**config.mk**
```make
export PLATFORM = sky130hd
export DESIGN_NAME = adc_input_select_result_format
export DESIGN_NICKNAME = d
export VERILOG_FILES = /design/src/adc_ctrl_pkg.sv /design/src/adc_input_select_result_format.sv /design/src/input_mux_decode.sv /design/src/result_formatter.sv
export SDC_FILE = /design/constraint.sdc
export NUM_CORES = 1
export LEC_CHECK = 0
export ABC_AREA = 1
export ABC_CLOCK_PERIOD_IN_PS = 2550
export BUFFER_PORTS_ARGS = -buffer_cell sky130_fd_sc_hd__buf_4
export CAP_MARGIN = 25
export CORE_ASPECT_RATIO = 2
export CORE_MARGIN = 8
export CORE_UTILIZATION = 56
export CTS_CLUSTER_DIAMETER = 40
export DETAILED_ROUTE_END_ITERATION = 8
export PLACE_DENSITY_LB_ADDON = 0.05
export SKIP_LAST_GASP = 1
export SYNTH_ARGS = -nofsm -noshare
export SYNTH_HDL_FRONTEND = slang
export SYNTH_HIERARCHICAL = 1
export SYNTH_SLANG_ARGS = --single-unit
```
**constraint.sdc**
```tcl
create_clock -name ref_clk_in -period 2.55 [get_ports ref_clk_in]
set_clock_uncertainty 0.15 [all_clocks]
set_input_delay 0.255 -clock ref_clk_in [delete_from_list [all_inputs] [get_ports ref_clk_in]]
set_output_delay 0.255 -clock ref_clk_in [all_outputs]
set_load 0.1 [all_outputs]
```
**src/adc_ctrl_pkg.sv**
```systemverilog
// Shared constants, register map and carrier types of the converter control block.
package adc_ctrl_pkg;
  // ==========================================================================
  // Widths.
  localparam int CODE_W = 10;
  localparam int SEL_W = 5;
  localparam int ADDR_W = 8;
  localparam int IRQ_W = 2;
  // ==========================================================================
  // Register byte offsets.
  localparam logic [7:0] OFS_CONTROL = 8'h00;
  localparam logic [7:0] OFS_POS_SEL = 8'h04;
  localparam logic [7:0] OFS_NEG_SEL = 8'h08;
  localparam logic [7:0] OFS_RES_HIGH = 8'h0C;
  localparam logic [7:0] OFS_RES_LOW = 8'h10;
  localparam logic [7:0] OFS_IRQ_STATUS = 8'h14;
  localparam logic [7:0] OFS_IRQ_CLEAR = 8'h18;
  localparam logic [7:0] OFS_IRQ_ENABLE = 8'h1C;
  // ==========================================================================
  // Field positions of the control register and of the interrupt registers.
  localparam int CTL_LJST_BIT = 0;
  localparam int CTL_BUSY_BIT = 4;
  localparam int CTL_DONE_BIT = 5;
  localparam int CTL_EN_BIT = 7;
  localparam int IRQ_DONE = 0;
  localparam int IRQ_REFUSED = 1;
  // ==========================================================================
  // Selection codes and values after reset.
  localparam logic [4:0] SEL_PIN_LAST = 5'h10;
  localparam logic [4:0] SEL_TEMP = 5'h1E;
  localparam logic [4:0] SEL_VDD = 5'h1F;
  localparam logic [4:0] NEG_VREF = 5'h1E;
  localparam logic [4:0] NEG_GND = 5'h1F;
  localparam logic [4:0] POS_SEL_RESET = 5'h00;
  localparam logic [4:0] NEG_SEL_RESET = 5'h1F;
  localparam int PIN_COUNT = 17;
  localparam int CONV_CYCLES_DEFAULT = 16;
  // ==========================================================================
  // Types.
  typedef enum logic [0:0] {
    CONV_IDLE = 1'b0,
    CONV_RUN = 1'b1
  } conv_state_t;
  typedef struct packed {
    logic [7:0] high;
    logic [7:0] low;
  } result_t;
  typedef struct packed {
    logic [SEL_W-1:0] pos;
    logic [SEL_W-1:0] neg;
  } input_sel_t;
  typedef struct packed {
    logic pos_valid;
    logic neg_valid;
    logic differential;
  } sel_info_t;
endpackage : adc_ctrl_pkg

```
**src/adc_input_select_result_format.sv**
```systemverilog
// Converter control: enable, input selection, conversion sequencing, result format, APB registers.
`timescale 1ns/1ps
module adc_input_select_result_format
  import adc_ctrl_pkg::*;
#(
  parameter int CONV_CYCLES = CONV_CYCLES_DEFAULT
) (
  input wire logic ref_clk_in,
  input wire logic srst_in,
  input wire logic psel_in,
  input wire logic penable_in,
  input wire logic pwrite_in,
  input wire logic [ADDR_W-1:0] paddr_in,
  input wire logic [31:0] pwdata_in,
  output logic [31:0] prdata_out,
  output logic pready_out,
  output logic pslverr_out,
  input wire logic [CODE_W-1:0] sar_code_in,
  output logic shutdown_out,
  output input_sel_t mux_sel_out,
  output logic differential_mode_out,
  output logic convert_out,
  output logic irq_out
);
  // ==========================================================================
  // Elaboration check: the down counter is eight bits wide.
  if (CONV_CYCLES < 2 || CONV_CYCLES > 256) begin : g_bad_cycles
    $error("CONV_CYCLES must lie between 2 and 256");
  end

  // ==========================================================================
  // State.
  logic en, next_en;
  logic ljst, next_ljst;
  input_sel_t sel, next_sel;
  sel_info_t info, next_info;
  logic [IRQ_W-1:0] status, next_status;
  logic [IRQ_W-1:0] irq_en, next_irq_en;
  conv_state_t state, next_state;
  logic [7:0] cnt, next_cnt;
  result_t result, next_result;
  result_t fmt;
  logic [CODE_W-1:0] code_meta, code_sync;
  logic [31:0] next_prdata, rd_data;
  logic next_pready, next_pslverr, next_irq;
  logic wr_fire, setup, mapped;
  logic start_req, start_ok, refused, done_ev;
  logic [IRQ_W-1:0] clear_mask;

  // ==========================================================================
  // Sub-blocks.
  input_mux_decode #(
    .PINS(PIN_COUNT)
  ) u_decode (
    .sel_in(next_sel),
    .info_out(next_info)
  );

  result_formatter u_format (
    .code_in(code_sync),
    .differential_in(info.differential),
    .left_justify_in(ljst),
    .result_out(fmt)
  );

  // ==========================================================================
  // Bus phases: a setup cycle prepares the answer, the access cycle commits it.
  assign setup = psel_in && !penable_in;
  assign wr_fire = psel_in && penable_in && pready_out && pwrite_in;

  // Read multiplexer and address decode.
  always_comb begin
    rd_data = 32'h0000_0000;
    mapped = 1'b1;
    if (paddr_in == OFS_CONTROL) begin
      rd_data[CTL_EN_BIT] = en;
      rd_data[CTL_DONE_BIT] = status[IRQ_DONE];
      rd_data[CTL_BUSY_BIT] = (state == CONV_RUN);
      rd_data[CTL_LJST_BIT] = ljst;
    end else if (paddr_in == OFS_POS_SEL) begin
      rd_data[SEL_W-1:0] = sel.pos;
    end else if (paddr_in == OFS_NEG_SEL) begin
      rd_data[SEL_W-1:0] = sel.neg;
    end else if (paddr_in == OFS_RES_HIGH) begin
      rd_data[7:0] = result.high;
    end else if (paddr_in == OFS_RES_LOW) begin
      rd_data[7:0] = result.low;
    end else if (paddr_in == OFS_IRQ_STATUS) begin
      rd_data[IRQ_W-1:0] = status;
    end else if (paddr_in == OFS_IRQ_CLEAR) begin
      rd_data = 32'h0000_0000;
    end else if (paddr_in == OFS_IRQ_ENABLE) begin
      rd_data[IRQ_W-1:0] = irq_en;
    end else begin
      mapped = 1'b0;
    end
  end

  // Register writes; result registers ignore writes.
  always_comb begin
    next_en = en;
    next_ljst = ljst;
    next_sel = sel;
    next_irq_en = irq_en;
    start_req = 1'b0;
    clear_mask = '0;
    if (wr_fire) begin
      if (paddr_in == OFS_CONTROL) begin
        next_en = pwdata_in[CTL_EN_BIT];
        next_ljst = pwdata_in[CTL_LJST_BIT];
        start_req = pwdata_in[CTL_BUSY_BIT];
      end else if (paddr_in == OFS_POS_SEL) begin
        next_sel.pos = pwdata_in[SEL_W-1:0];
      end else if (paddr_in == OFS_NEG_SEL) begin
        next_sel.neg = pwdata_in[SEL_W-1:0];
      end else if (paddr_in == OFS_IRQ_CLEAR) begin
        clear_mask = pwdata_in[IRQ_W-1:0];
      end else if (paddr_in == OFS_IRQ_ENABLE) begin
        next_irq_en = pwdata_in[IRQ_W-1:0];
      end
    end
  end

  // ==========================================================================
  // Conversion sequencer: a start needs enable, an idle converter and legal inputs.
  assign start_ok = start_req && next_en && (state == CONV_IDLE) && info.pos_valid && info.neg_valid;
  assign refused = start_req && !start_ok;

  always_comb begin
    next_state = state;
    next_cnt = cnt;
    next_result = result;
    done_ev = 1'b0;
    case (state)
      CONV_IDLE: begin
        if (start_ok) begin
          next_state = CONV_RUN;
          next_cnt = 8'(CONV_CYCLES - 1);
        end
      end
      CONV_RUN: begin
        if (!next_en) begin
          next_state = CONV_IDLE;
        end else if (cnt == 8'h00) begin
          next_state = CONV_IDLE;
          next_result = fmt;
          done_ev = 1'b1;
        end else begin
          next_cnt = cnt - 8'h01;
        end
      end
      default: begin
        next_state = CONV_IDLE;
      end
    endcase
  end

  // Sticky events: a new event wins over a clear in the same cycle.
  always_comb begin
    next_status = status & ~clear_mask;
    next_status[IRQ_DONE] = next_status[IRQ_DONE] | done_ev;
    next_status[IRQ_REFUSED] = next_status[IRQ_REFUSED] | refused;
    next_irq = |(next_status & next_irq_en);
    next_pready = setup;
    next_pslverr = setup && !mapped;
    next_prdata = setup ? rd_data : prdata_out;
  end

  // ==========================================================================
  // Code from the analog core is held stable at the end; two stages resample it.
  always_ff @(posedge ref_clk_in) begin
    code_meta <= sar_code_in;
    code_sync <= code_meta;
  end

  // Registers of the block.
  always_ff @(posedge ref_clk_in) begin
    if (srst_in) begin
      en <= 1'b0;
      ljst <= 1'b0;
      sel <= {POS_SEL_RESET, NEG_SEL_RESET};
      info <= '0;
      status <= '0;
      irq_en <= '0;
      state <= CONV_IDLE;
      cnt <= 8'h00;
      result <= '0;
      prdata_out <= 32'h0000_0000;
      pready_out <= 1'b0;
      pslverr_out <= 1'b0;
      shutdown_out <= 1'b1;
      mux_sel_out <= {POS_SEL_RESET, NEG_SEL_RESET};
      differential_mode_out <= 1'b0;
      convert_out <= 1'b0;
      irq_out <= 1'b0;
    end else begin
      en <= next_en;
      ljst <= next_ljst;
      sel <= next_sel;
      info <= next_info;
      status <= next_status;
      irq_en <= next_irq_en;
      state <= next_state;
      cnt <= next_cnt;
      result <= next_result;
      prdata_out <= next_prdata;
      pready_out <= next_pready;
      pslverr_out <= next_pslverr;
      shutdown_out <= !next_en;
      mux_sel_out <= next_sel;
      differential_mode_out <= next_info.differential;
      convert_out <= (next_state == CONV_RUN);
      irq_out <= next_irq;
    end
  end

  // Helper: cycles spent in the current conversion.
  int run_len;
  always_ff @(posedge ref_clk_in) begin
    if (srst_in || state == CONV_IDLE) begin
      run_len <= 0;
    end else begin
      run_len <= run_len + 1;
    end
  end
endmodule : adc_input_select_result_format

```
**src/input_mux_decode.sv**
```systemverilog
// Decoder of the positive and negative multiplexer selections.
`timescale 1ns/1ps
module input_mux_decode
  import adc_ctrl_pkg::*;
#(
  parameter int PINS = PIN_COUNT
) (
  input wire input_sel_t sel_in,
  output sel_info_t info_out
);
  // ==========================================================================
  // Elaboration check.
  if (PINS != int'(SEL_PIN_LAST) + 1) begin : g_bad_pins
    $error("pin count does not match the selection codes");
  end
  // ==========================================================================
  // Pins, temperature sensor and supply are legal positive inputs.
  always_comb begin
    info_out.pos_valid = (sel_in.pos <= SEL_PIN_LAST) || (sel_in.pos == SEL_TEMP) || (sel_in.pos == SEL_VDD);
    info_out.neg_valid = (sel_in.neg <= SEL_PIN_LAST) || (sel_in.neg == NEG_VREF) || (sel_in.neg == NEG_GND);
    info_out.differential = (sel_in.neg != NEG_GND);
  end
endmodule : input_mux_decode

```
**src/result_formatter.sv**
```systemverilog
// Placement of a 10-bit code into the high and low result bytes.
`timescale 1ns/1ps
module result_formatter
  import adc_ctrl_pkg::*;
(
  input wire logic [CODE_W-1:0] code_in,
  input wire logic differential_in,
  input wire logic left_justify_in,
  output result_t result_out
);
  // ==========================================================================
  // Left alignment pads zeros below; right alignment pads zeros or sign above.
  always_comb begin
    if (left_justify_in) begin
      result_out = {code_in, 6'h00};
    end else if (differential_in) begin
      result_out = {{6{code_in[CODE_W-1]}}, code_in};
    end else begin
      result_out = {6'h00, code_in};
    end
  end
endmodule : result_formatter

```
After elaboration in Yosys (flattened, before gate mapping)
Index checks and enable logic that the tools add are counted.

Bits in registers: 100. Bits in latches: 0. RAM bits: 0. Bits in read-only memories: 0. Input bits: 55. Output and inout bits: 48. Word-level logic and storage cells: 124. Memories: 0.

$add $sub $neg: 1. Multipliers: 0. Divide/modulo/power cells: 0. Order comparisons: 2. Equality and inequality tests: 15. Shift operators: 0. Mux-type cells: 56. Bitwise gates (word level): 6. Reduce and logical (&&, ||, !) cells: 24.

Operators with widths (count): two-way mux 8 bit (5); equality test 8 x 5 -> 1 bit, second input constant (4); two-way mux 16 bit (2); two-way mux 2 bit (15); two-way mux 5 bit (5); two-way mux 24 bit (1); two-way mux 1 bit (21); equality test 5 bit, second input constant (4); two-way mux 10 bit (2); equality test 8 x 4 -> 1 bit, second input constant (2); zero test 8 bit (2); case mux 8 bit (2 select lines) (1); less-or-equal comparator 5 bit, second input constant (2); logical AND 1 bit (10); two-way mux 3 bit (3); equality test 8 x 3 -> 1 bit, second input constant (1); subtractor 8 x 1 -> 8 bit, second input constant (1); != test 2 bit, second input constant (3); AND reduction 3 bit (2); != test 5 bit, second input constant (1); AND 2 bit (2); zero test 1 bit (4); logical OR 1 bit (4); inverter 2 bit (1); 5 further kinds (6).

Logic depth before layout (Yosys ltp)
Gate-level depths: netlist of the first run.

Depth in word-level cells: 13. Depth in mapped cells: 13. Gate-level depth less buffers: 13.

Cells and area by module
Netlist of the first run, hierarchy kept.

By module, submodules not included: adc_input_select_result_format (instances 1, cells each 413, area an instance 3469.6 µm², sequential area each 1521.5 µm²); result_formatter (instances 1, cells each 40, area an instance 186.4 µm², sequential area each 0.0 µm²); input_mux_decode (instances 1, cells each 12, area an instance 52.6 µm², sequential area each 0.0 µm²).

Least setup slack after synthesis of the first run
OpenSTA, ideal clock, no wires.

Path kind: register -> register. From: register pready_out. To: register info[0] in the netlist's numbering. Library setup time: 0.128 ns. Arrival time: 2.080 ns. Required time: 2.272 ns. Path slack: 0.193 ns. Cell stages (with the launch flop): 11. Path buffers: 0. Period minus slack after synthesis: 2.357 ns. Cell sequence: dfxtp_1 > nand4_2 > nor2_1 > nand2_2 > inv_1 > nand2_1 > nand2_1 > nand3_1 > or2_1 > inv_1 > nor2_1.

RTL lines: start, declared (RTL line adc_input_select_result_format.sv:16) `output logic pready_out,`; start signal, assigned (RTL line adc_input_select_result_format.sv:207) `pready_out <= next_pready;`; end signal, assigned (RTL line adc_input_select_result_format.sv:200) `info <= next_info;`; end, declared (RTL line adc_input_select_result_format.sv:36) `sel_info_t info, next_info;`.

Worst setup path after layout of the first run
From: register cnt[0]. To: register result[14] in the netlist's numbering.

Cells in the longest elaborated chain, start to end: 2.

Ends and longest elaborated chain: start, declared (RTL line adc_input_select_result_format.sv:40) `logic [7:0] cnt, next_cnt;`; start signal, assigned (RTL line adc_input_select_result_format.sv:204) `cnt <= next_cnt;`; zero test 8 bit (RTL line adc_input_select_result_format.sv:144) `end else if (cnt == 8'h00) begin`; AND reduction 3 bit (no line); end signal, assigned (RTL line adc_input_select_result_format.sv:205) `result <= next_result;`; end, declared (RTL line adc_input_select_result_format.sv:41) `result_t result, next_result;`.

Every way passes these cells. A chain may end at the register's enable or synchronous reset.

==> qor.yml, run 1 <==
place:
  dp_hpwl_um: 5809
  place.gp.congestion: 0.8338
  portBuffers: 52
clock_network:
  cts_root_buf: "clkbuf_16"
  clk_pin_slew_ns: 0.06
  cts_sinks: 76
  cts_resized: 0
  clock_path_buffers: 2
  cts_max_level: 3
  hold_buffers: 10
  cts_tree: "built"
  cts_made_buffers: 9
  clock_latency_ns: 0.33
  post_cts_buffers: 0
grt:
  grt_max_degree: 49
  grt_pass1_vias: 2963
  grt.overflow.total: 0
  antenna_found_initial: 0
  grt_pass1_wl_um: 13500
  grt_use_total: 0.1803
timing:
  clock.fmax_ghz: 0.5053
  drv_slew: 0
  setup_violations: 0
  period_needed_ns: 1.979
  fin_crit_sh: 0.7760
  relSlewSlack: 0.5707
  tightestPinTransition_ns: 0.6440
  rsz0062_at_grt: "false"
  tns_ns: 0
  finalHoldViolCount: 0
setup_path:
  required_ns: 2.59
  cp-end-kind: "flip-flop"
  r2r_cells: 8
  worstPathMaxFanout: 33
  rr_endpoint: "result[14]$_SDFFE_PP0P_"
  critical_path_class: "reg2reg"
  rrSetupSlack_ns: 0.57
  arrival_ns: 2.02
  rr_startpoint: "cnt[0]$_SDFFE_PP0P_"
  startpoint_type: "flip-flop"
power_and_ir_drop:
  ir_worst_vdd_mv: 0.5801
  leakagePower_nw: 2.045
  fin_total_pwr_w: 0.002807
  power_density_mw_per_mm2: 630.2
status:
  outcome: "complete, no violations"
synthesis:
  ys_warn_count: 6
  synth_top_cell_by_area: "dfxtp_1"
  avgSynthCellArea_um2: 7.975
  netlist_area_mm2: 0.003709
  yosysTopAreaCellShare: 0.4103
  synth_common_cells: "nand2_1 (77), dfxtp_1 (76), inv_1 (60), nor2_1 (50), nand3_1 (32)"
  synth-edff-count: 0
  synth.area.top_cells: "dfxtp_1 (41%), nand2_1 (7.8%), inv_1 (6.1%), a211oi_2 (5.4%), nor2_1 (5.1%)"
  ys_ff_latch: 76
  synth-seq-area-share: 0.4103
  ys_types: 48
  yosys.cell_count.top_type: "nand2_1"
  async_reset_ff_frac: 0
  ys_dominant_reg_cell: "dfxtp_1"
  syn_inst: 465
route:
  drc_errors: 0
  wl_per_cell_um: 13.17
  drt_iter0_drc: 144
  via_per_inst: 4.815
  dr.pass1.iters: 4
  vias: 2985
  ant_nets: 0
  totalWireLength_um: 8164
floorplanning:
  rows: 42
  die_w_um: 73.55
  die-area_mm2: 0.009641
  coreArea_mm2: 0.006516
  dieHeight_um: 131.1
  io_pins: 103
  start_util: 0.5691
worst_hold_path:
  worstHoldStart: "pwdata_in[3]"
  min_to: "sel[3]$_SDFF_PP1_"
  min_path_cells: 3
  hold_class: "in2reg"
layout:
  fin_nets: 584
  antenna_cells: 0
  drive_gt1_frac: 0.2688
  area_growth_pct: 20.11
job:
  maxCapViolations: 0
-- registers in the layout, summed over array words and instances (netlist names), 2 cells and up --
name        cells
info            3
status          2
cnt             8
result         16
prdata_out      8
code_meta      10
code_sync      10
sel            10
irq_en          2
-- worst max-delay path, stage by stage (launching register included) --
cell	delay, ns
dfxtp_1	0.33
inv_1	0.12
ha_1	0.16
nand2_1	0.06
nor4_2	0.38
nand3_4	0.09
buf_4	0.28
nor2_1	0.19
a211oi_2	0.06
-- metal layers --
| layer | vias to the layer above | share of wire | global-route usage |
|---|---|---|---|
| li1 | 1554 | - | - |
| met1 | 1339 | 0.45 | 0.2165 |
| met2 | 78 | 0.46 | 0.2799 |
| met3 | 14 | 0.068 | 0.05564 |
| met4 | 0 | 0.021 | 0.09253 |
| met5 | - | 0 | 0 |
-- area by class of cell --
type                    count  area, um^2
flip-flops and latches     76        1521
well taps                  88       110.1
inverters                  64       240.2
fillers                   572        2062
clock inverters             7       83.83
multi-input cells         311        1760
repair buffers             65       513.0
clock buffers               9       225.2
-- through the flow --
step           hold WS [ns]  worst slack [ns]  cells    util  cell area (um^2)
2_1_floorplan        0.1327            0.1926    488       -              3795
3_3_place_gp         0.1608            0.4426    594  0.6208              4045
3_5_place_dp         0.1632            0.4269    594  0.6208              4045
4_1_cts            0.007173            0.5586    620  0.6836              4454
5_1_grt             0.03065            0.4151    620  0.6836              4454
6_report            0.01467            0.5711    620  0.6836              4454
-- power breakdown --
part	internal, W	leakage [nW]	switching (W)	total [W]
Sequential	0.00121	0.621	0.00000919	0.00122
Combinational	0.0000560	1.28	0.000246	0.000302
Clock	0.000772	0.148	0.000514	0.00129
-- worst max-delay path by stage --
| stage | startpoint | endpoint | slack [ns] | cells after the start |
|---|---|---|---|---|
| after detailed placement | paddr_in[7] | info[0]$_SDFF_PP0_ | 0.43 | 12 |
| final | cnt[0]$_SDFFE_PP0P_ | result[14]$_SDFFE_PP0P_ | 0.57 | 8 |
| after global routing | cnt[0]$_SDFFE_PP0P_ | result[1]$_SDFFE_PP0P_ | 0.42 | 8 |
| after floorplan | pready_out$_SDFF_PP0_ | info[0]$_SDFF_PP0_ | 0.19 | 10 |
| after global placement | paddr_in[7] | info[0]$_SDFF_PP0_ | 0.44 | 12 |
| after CTS | cnt[0]$_SDFFE_PP0P_ | result[14]$_SDFFE_PP0P_ | 0.56 | 8 |
-- cell families after synthesis --
kind of cell               count (synthesis)  share of synthesized area
AOI/OAI and AO/OA                         66                     0.1380
adders and majority gates                  2                   0.006747
DFF                                       76                     0.4103
other                                      1                   0.001011
muxes                                      1                   0.002699
xor gates and xnor gates                   4                   0.009446
buffers and inverters                    101                     0.1383
and+or+nand+nor                          214                     0.2935
-- cell usage in the layout (no fill, tap or decap), drive strengths merged, types with 2 or more instances in the layout --
cell         count
dlygate4sd3     10
nand4            2
a211oi          16
nor3             2
nor2            69
buf             55
o22ai            2
o31ai            2
dfxtp           76
or2              4
o21ai           14
clkinv           5
conb            24
a21oi           25
o211ai           3
inv             64
ha               2
nand3           37
xor2             4
nand2           95
clkbuf           9
Power figures use the tool's default switching activity.
==> inputs of run 2 (changes only) <==
ABC_CLOCK_PERIOD_IN_PS = 2000   (was 2550)
CORE_UTILIZATION = 52   (was 56)
clock period = 2 ns   (was 2.55 ns; I/O delays follow)
==> run 2 against run 1 <==
Effect of this change:
- routed wire length up 5.7%
- sequential share of layout area down 0.49 points
- sequential cell count did not move
- sequential power is 27% higher
- via count up 1.2%
- register-to-register slack got worse by 0.38 ns
- clock-buffer cell count is 2 higher
- non-clock buffer count is 9 higher
- hold slack got worse by 0.011 ns
- critical path depth up 1
- power grew 23%
==> qor.yml, run 2 (synthesis results as in run 1) <==
timing:
  setup_violations: 0  # unchanged
  drv_slew: 0  # unchanged
  fin_ws_ns: 0.1951  # -0.3760 ns
  clock.fmax_ghz: 0.5540  # +9.6%
  rsz0062_at_grt: "false"
  fin_crit_sh: 0.9025  # +0.1264
  period_needed_ns: 1.805  # -0.1740 ns
  finalHoldViolCount: 0  # unchanged
setup_path:
  worstPathMaxFanout: 9  # -73%
  arrival_ns: 1.92  # -0.10 ns
  cp-end-kind: "flip-flop"
  startpoint_type: "flip-flop"
  critical_path_class: "reg2reg"
  required_ns: 2.12  # -0.47 ns
floorplanning:
  start_util: 0.5343  # -0.03478
  io_pins: 103  # unchanged
  die_w_um: 75.72  # +3.0%
  coreArea_mm2: 0.006940  # +6.5%
  rows: 43  # +2.4%
  dieHeight_um: 135.4  # +3.3%
  die-area_mm2: 0.01025  # +6.4%
grt:
  grt_pass1_wl_um: 13990  # +3.7%
  grt_pass1_vias: 3004  # +1.4%
  antenna_found_initial: 0  # unchanged
  grt.overflow.total: 0  # unchanged
  grt_use_total: 0.1812  # +0.0008999
  grt_max_degree: 34  # -31%
clock_network:
  cts_sinks: 76  # unchanged
  cts_max_level: 3  # unchanged
  cts_root_buf: "clkbuf_16"
  clock_latency_ns: 0.33  # about the same
  cts_tree: "built"
  clock_path_buffers: 2  # unchanged
  clk_pin_slew_ns: 0.06  # about the same
  cts_made_buffers: 9  # unchanged
  post_cts_buffers: 0  # unchanged
power_and_ir_drop:
  ir_worst_vdd_mv: 0.6774  # +17%
  power_density_mw_per_mm2: 760.5  # +21%
  leakagePower_nw: 2.087  # +2.1%
job:
  maxCapViolations: 0  # unchanged
layout:
  drive_gt1_frac: 0.2810  # +0.01216
  most-common-layout-cells: "nand2_1 (76), dfxtp_1 (74), buf_4 (61)"
  layout_commonest_cell: "nand2_1"
  fin_nets: 593  # +1.5%
  fill_cells: 636  # +11%
  final_area_mm2: 0.004527  # +1.6%
  regMostFlops: "result"
  stdcell_count: 631  # +1.8%
  largest_register_ffs: 16  # unchanged
  antenna_cells: 0  # unchanged
  area_growth_pct: 22.06
route:
  totalWireLength_um: 8628  # +5.7%
  via_per_inst: 4.786  # -0.59%
  drt_iter0_drc: 176  # +22%
  ant_nets: 0  # unchanged
  wl_per_cell_um: 13.67  # +3.8%
  drc_errors: 0  # unchanged
  dr.pass1.iters: 4  # unchanged
  vias: 3020  # +1.2%
worst_hold_path:
  hold_class: "in2reg"
place:
  pre_cts_ws_ns: 0.08609  # -0.3408 ns
  dp.cells: 603  # +1.5%
  place.gp.congestion: 0.8921  # +7.0%
  dp_hpwl_um: 6501  # +12%
  portBuffers: 52  # unchanged
  placed_area_mm2: 0.004115  # +1.7%
status:
  outcome: "complete, no violations"
[run 2: critical path, stage by stage (launching register included)]
cell and delay (ns):
dfxtp_1 0.32, inv_1 0.13, ha_1 0.17, nand2_1 0.08, nor4_4 0.27, nand2b_1 0.19
nand2_4 0.12, nand2_8 0.13, nand2_2 0.06, a21oi_2 0.11
[run 2: layout make-up]
cell class	count	area, um^2	area share
clock buffers	11	242.7	0.05362
clock inverters	5	37.54	0.008292
inverters	64	240.2	0.05307
multi-input cells	311	1772	0.3914
flip-flops and latches	76	1524	0.3366
well taps	90	112.6	0.02488
repair buffers	74	598.1	0.1321
[run 2: per-layer routing]
metal,vias to the layer above,track usage,wire (um)
li1,1563,-,-
met1,1349,0.1729,3132
met2,82,0.3219,4681
met3,26,0.05119,447
met4,0,0.1121,366
met5,-,0,0
[run 2: what timing repair did]
action	4_1_cts	5_1_grt
resized for setup	0	2
setup endpoints to repair	0	5
hold endpoints to repair	12	0
hold buffers	12	0
[run 2: where the power goes]
part / total, W / internal, W / switching (W)
logic: 0.000395 / 0.0000789 / 0.000316
registers: 0.00155 / 0.00154 / 0.0000109
clock network: 0.00149 / 0.000875 / 0.000619
[run 2: metrics by stage]
stage          utilization  total power [W]  hold slack [ns]   TNS, ns
3_3_place_gp        0.5929         0.001957           0.1542         0
3_5_place_dp        0.5929         0.001961           0.1555         0
4_1_cts             0.6506         0.003471        0.0002802         0
2_1_floorplan            -         0.001917          0.07772  -0.01211
5_1_grt             0.6522         0.003575          0.01371         0
6_report            0.6522         0.003443         0.003905         0
[run 2: final timing paths]
path / from / endpoint / slack, ns / depth (start not counted)
hold reg to reg: code_meta[9]$_DFF_P_ / code_sync[9]$_DFF_P_ / 0.17 / 0
hold / removal: penable_in / pready_out$_SDFF_PP0_ / 0.004 / 4
setup reg to reg: cnt[0]$_SDFFE_PP0P_ / cnt[0]$_SDFFE_PP0P_ / 0.20 / 9
setup / recovery: cnt[0]$_SDFFE_PP0P_ / cnt[0]$_SDFFE_PP0P_ / 0.20 / 9
